`config.mk`:
```
export PLATFORM = sky130hd
export DESIGN_NAME = option_port_emulation
export DESIGN_NICKNAME = d
export VERILOG_FILES = /design/src/emu_option_pkg.sv /design/src/eeprom_array.sv /design/src/option_port_emulation.sv
export SDC_FILE = /design/constraint.sdc
export NUM_CORES = 1
export LEC_CHECK = 0
export BUFFER_PORTS_ARGS = -buffer_cell sky130_fd_sc_hd__clkbuf_2
export CORE_MARGIN = 2
export CORE_UTILIZATION = 60
export DETAILED_ROUTE_END_ITERATION = 8
export GPL_ROUTABILITY_DRIVEN = 1
export HOLD_SLACK_MARGIN = 0.03
export PLACE_DENSITY = 0.77
export SYNTH_ARGS = -nofsm -noshare
export SYNTH_HDL_FRONTEND = slang
export SYNTH_SLANG_ARGS = --single-unit
```
`constraint.sdc`:
```
create_clock -name ref_clk -period 3.3 [get_ports ref_clk]
set_input_delay 0.33 -clock ref_clk [delete_from_list [all_inputs] [get_ports ref_clk]]
set_output_delay 0.33 -clock ref_clk [all_outputs]
set_load 0.01 [all_outputs]
```
`src/emu_option_pkg.sv`:
```
// Constants, addresses and state encodings shared by the option and port emulation logic.
package emu_option_pkg;

    localparam int ADDR_W = 16;
    localparam int DATA_W = 8;
    localparam int PORT_W = 8;

    ////////////////////////////////////////////////////////////////////////////////
    // Register addresses.
    localparam logic [15:0] OVR_CTL_ADDR = 16'h0011;
    localparam logic [15:0] EE_CTL_ADDR = 16'h001C;
    localparam logic [15:0] FIRST_OPT_ADDR = 16'h3F00;
    localparam logic [15:0] SECOND_OPT_ADDR = 16'h3F01;
    localparam logic [15:0] WD_CLEAR_ADDR = 16'h3FF0;
    localparam logic [15:0] PORTC_DATA_ADDR = 16'h0002;
    localparam logic [15:0] PORTC_DIR_ADDR = 16'h0006;
    localparam logic [15:0] IRQ_STATUS_ADDR = 16'h0030;
    localparam logic [15:0] IRQ_MASK_ADDR = 16'h0031;
    localparam logic [15:0] EE_ARRAY_BASE = 16'h0080;

    localparam int EE_DEPTH = 128;
    localparam int EE_AW = 7;

    ////////////////////////////////////////////////////////////////////////////////
    // Field positions.
    localparam int OVR_EN_BIT = 6;
    localparam int WD_CLEAR_BIT = 0;
    localparam int WD_EN_BIT = 0;
    localparam int PC7_BIT = 7;
    localparam int EE_PGM_BIT = 0;
    localparam int EE_LATCH_BIT = 1;
    localparam int IRQ_PORTA = 0;
    localparam int IRQ_WD = 1;
    localparam int IRQ_EE = 2;
    localparam int NUM_EVENTS = 3;

    ////////////////////////////////////////////////////////////////////////////////
    // Reset values.
    localparam logic OVR_EN_RESET = 1'b0;
    localparam logic PORTC_RESET = 1'b0;
    localparam logic [NUM_EVENTS-1:0] STATUS_RESET = 3'h0;
    localparam logic [NUM_EVENTS-1:0] MASK_RESET = 3'h0;
    localparam logic IRQ_LINE_RESET_B = 1'b1;

    ////////////////////////////////////////////////////////////////////////////////
    // Timing.
    localparam int CLK_PERIOD_PS = 4000;
    localparam int EE_PROG_TIME_US = 10;
    // Least time, so round up to whole cycles.
    localparam int EE_PROG_CYCLES = (EE_PROG_TIME_US * 1000000 + CLK_PERIOD_PS - 1) / CLK_PERIOD_PS;
    localparam int WD_TIMEOUT_CYCLES = 65536;

    typedef enum logic [2:0] {
        EE_IDLE = 3'b001,
        EE_LATCHED = 3'b010,
        EE_BURN = 3'b100
    } ee_state_t;

endpackage

```
`src/eeprom_array.sv`:
```
// Flip-flop storage for the byte-programmable nonvolatile array.
`timescale 1ns/1ps
`default_nettype none
module eeprom_array #(
    parameter int DEPTH = 128,
    parameter int WIDTH = 8,
    parameter int AW = 7
) (
    input wire logic ref_clk, // Core clock.
    input wire logic writeEn, // Program one byte this cycle.
    input wire logic [AW-1:0] writeAddr, // Byte index to program.
    input wire logic [WIDTH-1:0] writeData, // Byte value to program.
    input wire logic [AW-1:0] readAddr, // Byte index to read.
    output logic [WIDTH-1:0] readData // Stored byte, combinational.
);
    typedef struct packed {
        logic [DEPTH-1:0][WIDTH-1:0] mem;
    } array_state_t;

    array_state_t q;
    array_state_t d;

    // Contents are nonvolatile, so reset leaves them alone.
    always_comb begin
        d = q;
        if (writeEn) begin
            d.mem[writeAddr] = writeData;
        end
    end

    always_ff @(posedge ref_clk) begin
        q <= d;
    end

    assign readData = q.mem[readAddr];
endmodule
`default_nettype wire

```
`src/option_port_emulation.sv`:
```
// Option byte override, watchdog clear, port A interrupt routing, port C bit 7 and array programming.
//
// How it works
// Writing zero to bit 0 clears watchdog.
// Option settings come from two option bytes.
// First option starts at nonvolatile programmed value.
// Bit 6 written to control enables override.
// Override on: write to first option applies.
// Override holds only while bit 6 stays set.
// Reset or bit 6 cleared restores default.
// Control register readback need not match writes.
// Second option byte mirrors eight board switches.
// Enabled input port A line low interrupts.
// Port A interrupts use external interrupt line.
// Software polls port A to find source.
// A/D enabled: pin becomes high reference input.
// Bit 7 registers stay accessible, pin unaffected.
// A/D disabled: pin follows stored data, direction.
// Software makes bit 7 input before A/D.
// User code programs array byte-wise via register.
`timescale 1ns/1ps
`default_nettype none
module option_port_emulation #(
    parameter int WD_TIMEOUT = emu_option_pkg::WD_TIMEOUT_CYCLES,
    parameter int EE_PROG = emu_option_pkg::EE_PROG_CYCLES
) (
    input wire logic ref_clk, // Core clock, 250 MHz.
    input wire logic rst_b, // Synchronous reset, active low.
    input wire logic [emu_option_pkg::ADDR_W-1:0] busAddr, // Register address.
    input wire logic [emu_option_pkg::DATA_W-1:0] busWdata, // Write data.
    input wire logic busWrite, // Write strobe.
    input wire logic busRead, // Read strobe.
    output logic [emu_option_pkg::DATA_W-1:0] busRdata, // Read data, cycle after strobe.
    input wire logic [emu_option_pkg::DATA_W-1:0] firstOptionNv, // Programmed first option.
    input wire logic [emu_option_pkg::PORT_W-1:0] switchBankOn, // Switch bank, 1 = ON.
    input wire logic [emu_option_pkg::PORT_W-1:0] portAPin, // Port A pin levels.
    input wire logic [emu_option_pkg::PORT_W-1:0] portADirOut, // Port A direction, 1 = out.
    input wire logic extIrqPin_b, // External interrupt pin, low active.
    output logic irqRequest_b, // Merged interrupt line to the CPU.
    input wire logic adEnable, // A/D converter enabled.
    input wire logic pc7Pin, // Port C bit 7 pin level.
    output logic pc7Out, // Port C bit 7 drive value.
    output logic pc7Oe, // Port C bit 7 output enable.
    output logic highRefSelect, // Pin routed to high reference input.
    output logic watchdogReset, // One-cycle watchdog reset pulse.
    output logic [emu_option_pkg::DATA_W-1:0] activeFirstOption, // First option in force.
    output logic irq // Level interrupt, unmasked status set.
);
    import emu_option_pkg::*;

    localparam int WD_W = $clog2(WD_TIMEOUT + 1);
    localparam int EE_W = $clog2(EE_PROG + 1);
    localparam logic [WD_W-1:0] WD_LAST = WD_W'(WD_TIMEOUT - 1);
    localparam logic [EE_W-1:0] EE_LAST = EE_W'(EE_PROG - 1);

    typedef struct packed {
        logic [DATA_W-1:0] rdata;
        logic ovrEn;
        logic [DATA_W-1:0] firstOpt;
        logic [WD_W-1:0] wdCnt;
        logic wdRst;
        logic pcData;
        logic pcDir;
        logic pc7Out;
        logic pc7Oe;
        logic hiRef;
        logic irqB;
        logic portAReqPrev;
        ee_state_t eeState;
        logic eeHave;
        logic [EE_W-1:0] eeTimer;
        logic [EE_AW-1:0] eeAddr;
        logic [DATA_W-1:0] eeData;
        logic [NUM_EVENTS-1:0] status;
        logic [NUM_EVENTS-1:0] mask;
        logic irq;
    } state_t;

    state_t q;
    state_t d;

    logic portAReq;
    logic wdEnable;
    logic wdClear;
    logic eeCtlWrite;
    logic eeArrWrite;
    logic inArray;
    logic memWe;
    logic [DATA_W-1:0] arrRdata;
    logic [NUM_EVENTS-1:0] evSet;
    logic [NUM_EVENTS-1:0] evClr;

    eeprom_array #(
        .DEPTH(EE_DEPTH),
        .WIDTH(DATA_W),
        .AW(EE_AW)
    ) u_array (
        .ref_clk(ref_clk),
        .writeEn(memWe),
        .writeAddr(q.eeAddr),
        .writeData(q.eeData),
        .readAddr(busAddr[EE_AW-1:0]),
        .readData(arrRdata)
    );

    ////////////////////////////////////////////////////////////////////////////////
    // Next-state logic.
    always_comb begin
        d = q;
        d.rdata = '0;
        d.wdRst = 1'b0;
        evSet = '0;
        evClr = '0;
        memWe = 1'b0;
        inArray = (busAddr[ADDR_W-1:EE_AW] == EE_ARRAY_BASE[ADDR_W-1:EE_AW]);
        eeCtlWrite = busWrite && (busAddr == EE_CTL_ADDR);
        eeArrWrite = busWrite && inArray;

        // Watchdog runs only when the active first option enables it.
        wdEnable = q.firstOpt[WD_EN_BIT];
        wdClear = busWrite && (busAddr == WD_CLEAR_ADDR) && !busWdata[WD_CLEAR_BIT];
        if (!wdEnable || wdClear || q.wdRst) begin
            d.wdCnt = '0;
        end else if (q.wdCnt == WD_LAST) begin
            d.wdCnt = '0;
            d.wdRst = 1'b1;
            evSet[IRQ_WD] = 1'b1;
        end else begin
            d.wdCnt = q.wdCnt + 1'b1;
        end

        // Override control; bit 6 alone keeps the override alive.
        if (busWrite && (busAddr == OVR_CTL_ADDR)) begin
            d.ovrEn = busWdata[OVR_EN_BIT];
            if (!busWdata[OVR_EN_BIT]) begin
                d.firstOpt = firstOptionNv;
            end
        end
        // Uses the enable already in force, so arming and writing take two accesses.
        if (busWrite && (busAddr == FIRST_OPT_ADDR) && q.ovrEn) begin
            d.firstOpt = busWdata;
        end
        // A watchdog reset is a reset like any other for the override.
        if (q.wdRst) begin
            d.ovrEn = OVR_EN_RESET;
            d.firstOpt = firstOptionNv;
        end

        ////////////////////////////////////////////////////////////////////////////////
        // Port A interrupts are merged onto the external request line, so the CPU
        // cannot tell them apart and must poll the port to find the source.
        portAReq = |(switchBankOn & ~portADirOut & ~portAPin);
        d.irqB = extIrqPin_b && !portAReq;
        d.portAReqPrev = portAReq;
        if (portAReq && !q.portAReqPrev) begin
            evSet[IRQ_PORTA] = 1'b1;
        end

        ////////////////////////////////////////////////////////////////////////////////
        // Port C bit 7: registers always accessible, pin released while A/D owns it.
        if (busWrite && (busAddr == PORTC_DATA_ADDR)) begin
            d.pcData = busWdata[PC7_BIT];
        end
        if (busWrite && (busAddr == PORTC_DIR_ADDR)) begin
            d.pcDir = busWdata[PC7_BIT];
        end
        d.hiRef = adEnable;
        d.pc7Oe = !adEnable && q.pcDir;
        d.pc7Out = q.pcData;

        ////////////////////////////////////////////////////////////////////////////////
        // Array programming: latch, write the target byte, then set program.
        case (q.eeState)
            EE_IDLE: begin
                d.eeHave = 1'b0;
                if (eeCtlWrite && busWdata[EE_LATCH_BIT] && !busWdata[EE_PGM_BIT]) begin
                    d.eeState = EE_LATCHED;
                end
            end
            EE_LATCHED: begin
                if (eeArrWrite) begin
                    d.eeAddr = busAddr[EE_AW-1:0];
                    d.eeData = busWdata;
                    d.eeHave = 1'b1;
                end
                if (eeCtlWrite) begin
                    if (!busWdata[EE_LATCH_BIT]) begin
                        d.eeState = EE_IDLE;
                    end else if (busWdata[EE_PGM_BIT] && q.eeHave) begin
                        d.eeState = EE_BURN;
                        d.eeTimer = EE_LAST;
                    end
                end
            end
            EE_BURN: begin
                // Control writes are ignored until the byte is done.
                if (q.eeTimer == '0) begin
                    memWe = 1'b1;
                    d.eeState = EE_IDLE;
                    evSet[IRQ_EE] = 1'b1;
                end else begin
                    d.eeTimer = q.eeTimer - 1'b1;
                end
            end
            default: begin
                d.eeState = EE_IDLE;
            end
        endcase

        ////////////////////////////////////////////////////////////////////////////////
        // Sticky status; a new event beats a clear in the same cycle.
        if (busWrite && (busAddr == IRQ_STATUS_ADDR)) begin
            evClr = busWdata[NUM_EVENTS-1:0];
        end
        if (busWrite && (busAddr == IRQ_MASK_ADDR)) begin
            d.mask = busWdata[NUM_EVENTS-1:0];
        end
        d.status = (q.status & ~evClr) | evSet;
        d.irq = |(d.status & d.mask);

        ////////////////////////////////////////////////////////////////////////////////
        // Read data stands only in the cycle after the strobe.
        if (busRead) begin
            if (inArray) begin
                d.rdata = arrRdata;
            end else begin
                case (busAddr)
                    // Write-only; verify after a write is expected to mismatch.
                    OVR_CTL_ADDR: d.rdata = '0;
                    EE_CTL_ADDR: begin
                        d.rdata = '0;
                        d.rdata[EE_LATCH_BIT] = (q.eeState != EE_IDLE);
                        d.rdata[EE_PGM_BIT] = (q.eeState == EE_BURN);
                    end
                    FIRST_OPT_ADDR: d.rdata = q.firstOpt;
                    SECOND_OPT_ADDR: d.rdata = switchBankOn;
                    PORTC_DATA_ADDR: begin
                        d.rdata = '0;
                        // Pin level is hidden while it serves as reference input.
                        d.rdata[PC7_BIT] = (adEnable || q.pcDir) ? q.pcData : pc7Pin;
                    end
                    PORTC_DIR_ADDR: begin
                        d.rdata = '0;
                        d.rdata[PC7_BIT] = q.pcDir;
                    end
                    IRQ_STATUS_ADDR: d.rdata = DATA_W'(q.status);
                    IRQ_MASK_ADDR: d.rdata = DATA_W'(q.mask);
                    default: d.rdata = '0;
                endcase
            end
        end
    end

    always_ff @(posedge ref_clk) begin
        if (!rst_b) begin
            q <= '0;
            q.ovrEn <= OVR_EN_RESET;
            q.firstOpt <= firstOptionNv;
            q.pcData <= PORTC_RESET;
            q.pcDir <= PORTC_RESET;
            q.irqB <= IRQ_LINE_RESET_B;
            q.eeState <= EE_IDLE;
            q.status <= STATUS_RESET;
            q.mask <= MASK_RESET;
        end else begin
            q <= d;
        end
    end

    assign busRdata = q.rdata;
    assign irqRequest_b = q.irqB;
    assign pc7Out = q.pc7Out;
    assign pc7Oe = q.pc7Oe;
    assign highRefSelect = q.hiRef;
    assign watchdogReset = q.wdRst;
    assign activeFirstOption = q.firstOpt;
    assign irq = q.irq;
endmodule
`default_nettype wire

```
## Word level (Yosys, flattened, before mapping)

Index checks and enable logic that the tools add are counted.

| word-level totals | value |
|---|---|
| register bits | 1104 |
| bits of input ports | 63 |
| word-level logic and storage cells | 265 |

| cells by class | value |
|---|---|
| add/sub/neg operators | 2 |
| magnitude comparators | 3 |
| eq/ne operators | 25 |
| muxes and demuxes | 39 |
| bitwise logic cells | 9 |
| reduce and logical (&&, ||, !) cells | 39 |

Operators by type and width:

| kind | count |
|---|---|
| 1024-bit bitwise mux | 1 |
| 71-bit 2-to-1 mux | 1 |
| 8-bit binary-select mux with 7-bit select | 1 |
| 8-bit demux with 7-bit select | 1 |
| 8-bit 2-to-1 mux | 7 |
| 8-bit case mux with 7 select lines | 1 |
| 16-bit by 14-bit == test with 1-bit output (second input constant) | 3 |
| 12-bit 2-to-1 mux | 4 |
| 17-bit 2-to-1 mux | 2 |
| 16-bit by 5-bit == test with 1-bit output (second input constant) | 2 |
| 16-bit by 6-bit == test with 1-bit output (second input constant) | 2 |
| 15-bit 2-to-1 mux | 2 |
| 12-bit case mux with 2 select lines | 1 |
| 3-bit 2-to-1 mux | 7 |
| 1-bit logical AND | 18 |
| 17-bit by 1-bit adder with 17-bit output (second input constant) | 1 |
| 17-bit by 16-bit == test with 1-bit output (second input constant) | 1 |
| 8-bit bitwise AND | 2 |
| 16-bit by 2-bit == test with 1-bit output (second input constant) | 1 |
| 16-bit by 3-bit == test with 1-bit output (second input constant) | 1 |
| 7-bit by 8-bit less-than comparator with 1-bit output (second input constant) | 2 |
| 8-bit NOT | 2 |
| 2-bit inequality test (second input constant) | 7 |
| 12-bit zero test | 1 |
| other kinds (26) | 46 |

## Logic depth before layout (Yosys ltp)

| logic depth | value |
|---|---|
| word-level depth | 10 |
| gate-level depth with buffers | 10 |

## By module

Synthesis repeated with hierarchy kept, for this count alone.

| second synthesis, totals | value |
|---|---|
| cells, all modules | 2029 |
| area total of the unflattened synthesis | 43322.8 um2 |

Modules (own cells, without submodules):

| module | instances | cells an instance | area an instance (um2) | sequential area each (um2) |
|---|---|---|---|---|
| eeprom_array | 1 | 1620 | 39467.9 | 30749.5 |
| option_port_emulation | 1 | 409 | 3854.9 | 1681.6 |

## Worst setup path before layout

No wires, ideal clock.

| timing | value |
|---|---|
| path kind | register -> register |
| start point | register q[28] in the netlist's numbering |
| end point | register u_array.q[1000] in the netlist's numbering, enable pin |
| library setup time | 0.371 ns |
| data arrival time | 2.231 ns |
| required time | 2.929 ns |
| slack | 0.699 ns |
| cell stages (with the launch flop) | 8 |
| cells stage by stage | dfxtp_1 -> or3_4 -> or3_4 -> nor3_1 -> and2_1 -> nand2_1 -> buf_2 -> nor2_1 |

| on the way | value |
|---|---|
| cells in the longest elaborated chain, start to end | 3 |

Ends and longest elaborated chain:

| item | line | RTL |
|---|---|---|
| from (decl) | option_port_emulation.sv:79 | `state_t q;` |
| 12-bit zero test | option_port_emulation.sv:197 | `if (q.eeTimer == '0) begin` |
| 1-bit 2-to-1 mux | option_port_emulation.sv:197 |  |
| 1-bit 2-to-1 mux | option_port_emulation.sv:173 | `case (q.eeState)` |
| to (signal assigned) | eeprom_array.sv:32 | `q <= d;` |
| to (decl) | eeprom_array.sv:20 | `array_state_t q;` |

No other way between the ends.
A chain may end at the register's enable or synchronous reset.

## Worst setup path after layout

| timing | value |
|---|---|
| start point | register q[28] in the netlist's numbering |
| end point | register u_array.q[56] in the netlist's numbering, enable pin |

The elaborated chain is that of the path after synthesis.

==> summary.md <==
| Metric | Value |
|---|---|
| Most common cell after layout, fill and taps aside | `edfxtp_1` |
| Lkg Pwr | `0.0141 uW` |
| Number of routed nets with antenna violations | `0` |
| RSZ-0062 raised after global routing | `false` |
| Combinational Power Share | `3.3%` |
| Status | `completed` |
| R2R depth | `8` |
| Library cells used by synthesis | `73` |
| WHS Endpoint | `q[7]` |
| Avg Inst Size Synth | `18.8 um2` |
| Hold WC Path Type | `in2reg` |
| GRT Total Usage | `32.2%` |
| Critical path class | `reg2reg` |
| Share of cells above drive strength 1 | `29.3%` |
| R2R Setup Slk | `0.38 ns` |
| Most frequent cells in the layout | `edfxtp_1, buf_4, mux4_2, nor2_1, nand2_1` |
| Synth async-reset ratio | `0%` |
| Chip width | `273 um` |
| Period utilization | `88.6%` |
| EDFF count, synth | `1,032` |
| Clk sinks | `1,104` |
| Ys Warns | `0` |
| CORE AREA | `71,600 um2` |
| CP arrival | `3.29 ns` |
| Synthesized Nets | `2,387` |
| Max Root-Sink Buffers | `3` |
| Setup TNS | `0 ns` |
| Fin crit period | `2.92 ns` |
| Final core utilization | `70.3%` |
| Post-synthesis cell area | `43,500 um2` |
| Register bit count reported by yosys | `1,104` |
| Top_reg_cell synth | `edfxtp_1` |
| TritonCTS clock tree | `done` |
| Drt pass-1 iters | `6` |
| Fill cell count | `4,208` |
| GR Overflow Total | `0` |
| Vias in the first global route | `25,300` |
| Layout Skew | `0.0333 ns` |
| Clock slew at reported path FFs | `0.06 ns` |
| Initial core utilization | `60.8%` |
| Initial antenna violation count | `6` |
| Slew HR | `27.2%` |
| DP HPWL | `74.9 mm` |
| Hold Crit Depth | `3` |
| Power Density | `557 nW/um2` |
| Max rail drop VDD | `0.000463 V` |
| Vias | `25,400` |
| TritonCTS Buffers | `106` |
| Clock Power Share | `43.0%` |
| Nets | `2,733` |
| DRT iter0 DRCs | `3,905` |
| P&R area growth vs syn | `15.7%` |
| Seq/Total Area, Yosys | `74.5%` |
| Final wirelength | `119 mm` |
| Reg-to-Reg Start | `q[28]` |
| Net Sw Frac | `20.7%` |
| Num ports | `85` |
| Psw | `5810 uW` |
| WHS | `0.0852 ns` |
| # setup viols final | `0` |
| # port buffers | `84` |
| Routed len/inst | `32.0 um` |
| Max Clk Rate | `0.342 GHz` |
| Die height | `273 um` |
| First-pass GRT wire length | `172 mm` |
| CP required | `3.67 ns` |
| CP max FO | `12` |
| Die area | `74,700 um2` |
| CTS resizes | `0` |
| Sequential power share | `53.8%` |
| CTS Hold Bufs | `19` |
| Drc violations | `0` |
| Setup WS post-layout | `0.377 ns` |
| Routability congestion estimate | `0.967` |
| Fin area | `50,400 um2` |
| Row count | `98` |
| Clk_lat worst skew | `0.69 ns` |
| Post-CTS Setup Bufs | `0` |
| Worst reg2reg path endpoint | `u_array.q[56]` |
| Measured slew at the worst slew-check pin | `1.09 ns` |
| Count of final max-slew check failures | `0` |
| Syn Inst Count | `2,321` |
| DR vias/cell | `6.85` |
| Dpl cell area | `46,700 um2` |
| Internal | `22,200 uW` |
| Critical Path End Type | `register` |
| Hold Startpoint | `busWdata[0]` |
| Hold Fails Final Rpt | `0` |
| Placement Setup Slack | `0.243 ns` |
| Pin count of the biggest net entering global routing | `130` |
| Type of origin of the critical path | `register` |
| Max cap viols | `0` |
| Root Buffer | `clkbuf_16` |
| Htree depth | `3` |
cell type report:
| class | instances | area (um2) | area share, % |
|---|---|---|---|
| diodes | 1 | 2.50 | 0.00497 |
| clock buffers | 123 | 2740 | 5.44 |
| clock inverters | 73 | 706 | 1.40 |
| inverters | 18 | 67.6 | 0.134 |
| multi-input cells | 1067 | 10300 | 20.5 |
| flip-flops and latches | 1104 | 32500 | 64.4 |
| well taps | 950 | 1190 | 2.36 |
| repair buffers | 370 | 2860 | 5.68 |
per-stage QoR:
stage	cells	power (uW)
CTS	3705	28100
floorplan	2321	15900
detailed placement	3490	16200
global placement	3490	16200
global route	3706	28600
finish	3706	28000
kinds of logic (layout without fill, tap and decap cells):
group	after synthesis	in the layout	share of synthesized area [%]
flops	1104	1104	74.5
simple gates	515	515	5.40
mux	322	322	14.5
compound gates	206	206	3.33
buf+inv	150	584	1.77
xor+xnor	21	21	0.422
fa+ha+maj	3	3	0.0862
other cells	0	1	0
per-layer routing:
| metal | vias up | part of all wire [%] | track usage (%) |
|---|---|---|---|
| met5 | - | 0.056 | 0 |
| met4 | 10 | 5.6 | 16.0 |
| met3 | 427 | 12 | 7.50 |
| met2 | 2126 | 48 | 51.5 |
| met1 | 12700 | 34 | 42.2 |
| li1 | 10100 | - | - |
power by group through the flow:
stage	sequential, uW	clock (uW)	combinational (uW)
floorplan	15400	0	502
global placement	15400	0	856
detailed placement	15400	0	866
CTS	15100	12100	893
global route	15100	12600	943
finish	15100	12000	916
sequential cells by signal, summed over array words and instances (netlist names):
name	count
u_array.q	1024
q	57
activeFirstOption	8
busRdata	8
d	1
highRefSelect	1
irq	1
irqRequest_b	1
pc7Oe	1
pc7Out	1
watchdogReset	1
synthesized netlist by cell type (all sizes together), types with 14 or more instances:
cell type  instances  area share (%)
inv               17            0.15
nand4             17            0.24
a22oi             43            0.74
nand3             45            0.53
buf               99             1.3
edfxtp          1032              71
o21ai             22            0.25
mux4             244              13
mux2              27            0.70
nor3              22            0.25
nor2b             14            0.20
nor2             238             2.1
a21oi             46            0.55
dfxtp             72             3.3
mux2i             51             1.2
clkbuf            33            0.28
nand2            120             1.0
how the worst max path moves through the flow:
stage          startpoint              end  slack (ns)  cells after the start
6_report            q[28]    u_array.q[56]        0.38                      8
5_1_grt             q[28]    u_array.q[56]        0.29                      8
4_1_cts             q[28]     u_array.q[6]        0.42                      7
3_5_place_dp   busAddr[0]      busRdata[1]        0.24                      9
3_3_place_gp   busAddr[2]      busRdata[0]        0.22                      9
2_1_floorplan       q[28]  u_array.q[1000]        0.70                      7
worst max-delay path, stage by stage (launching register included):
cell     delay [ns]
dfxtp_1        0.36
or3_4          0.42
or3_4          0.38
nor3_1         0.22
and2_1         0.29
nand3_2        0.10
buf_4          0.25
nor2_1         0.36
buf_4          0.23
No activity file was read; power rests on OpenSTA's default activity.
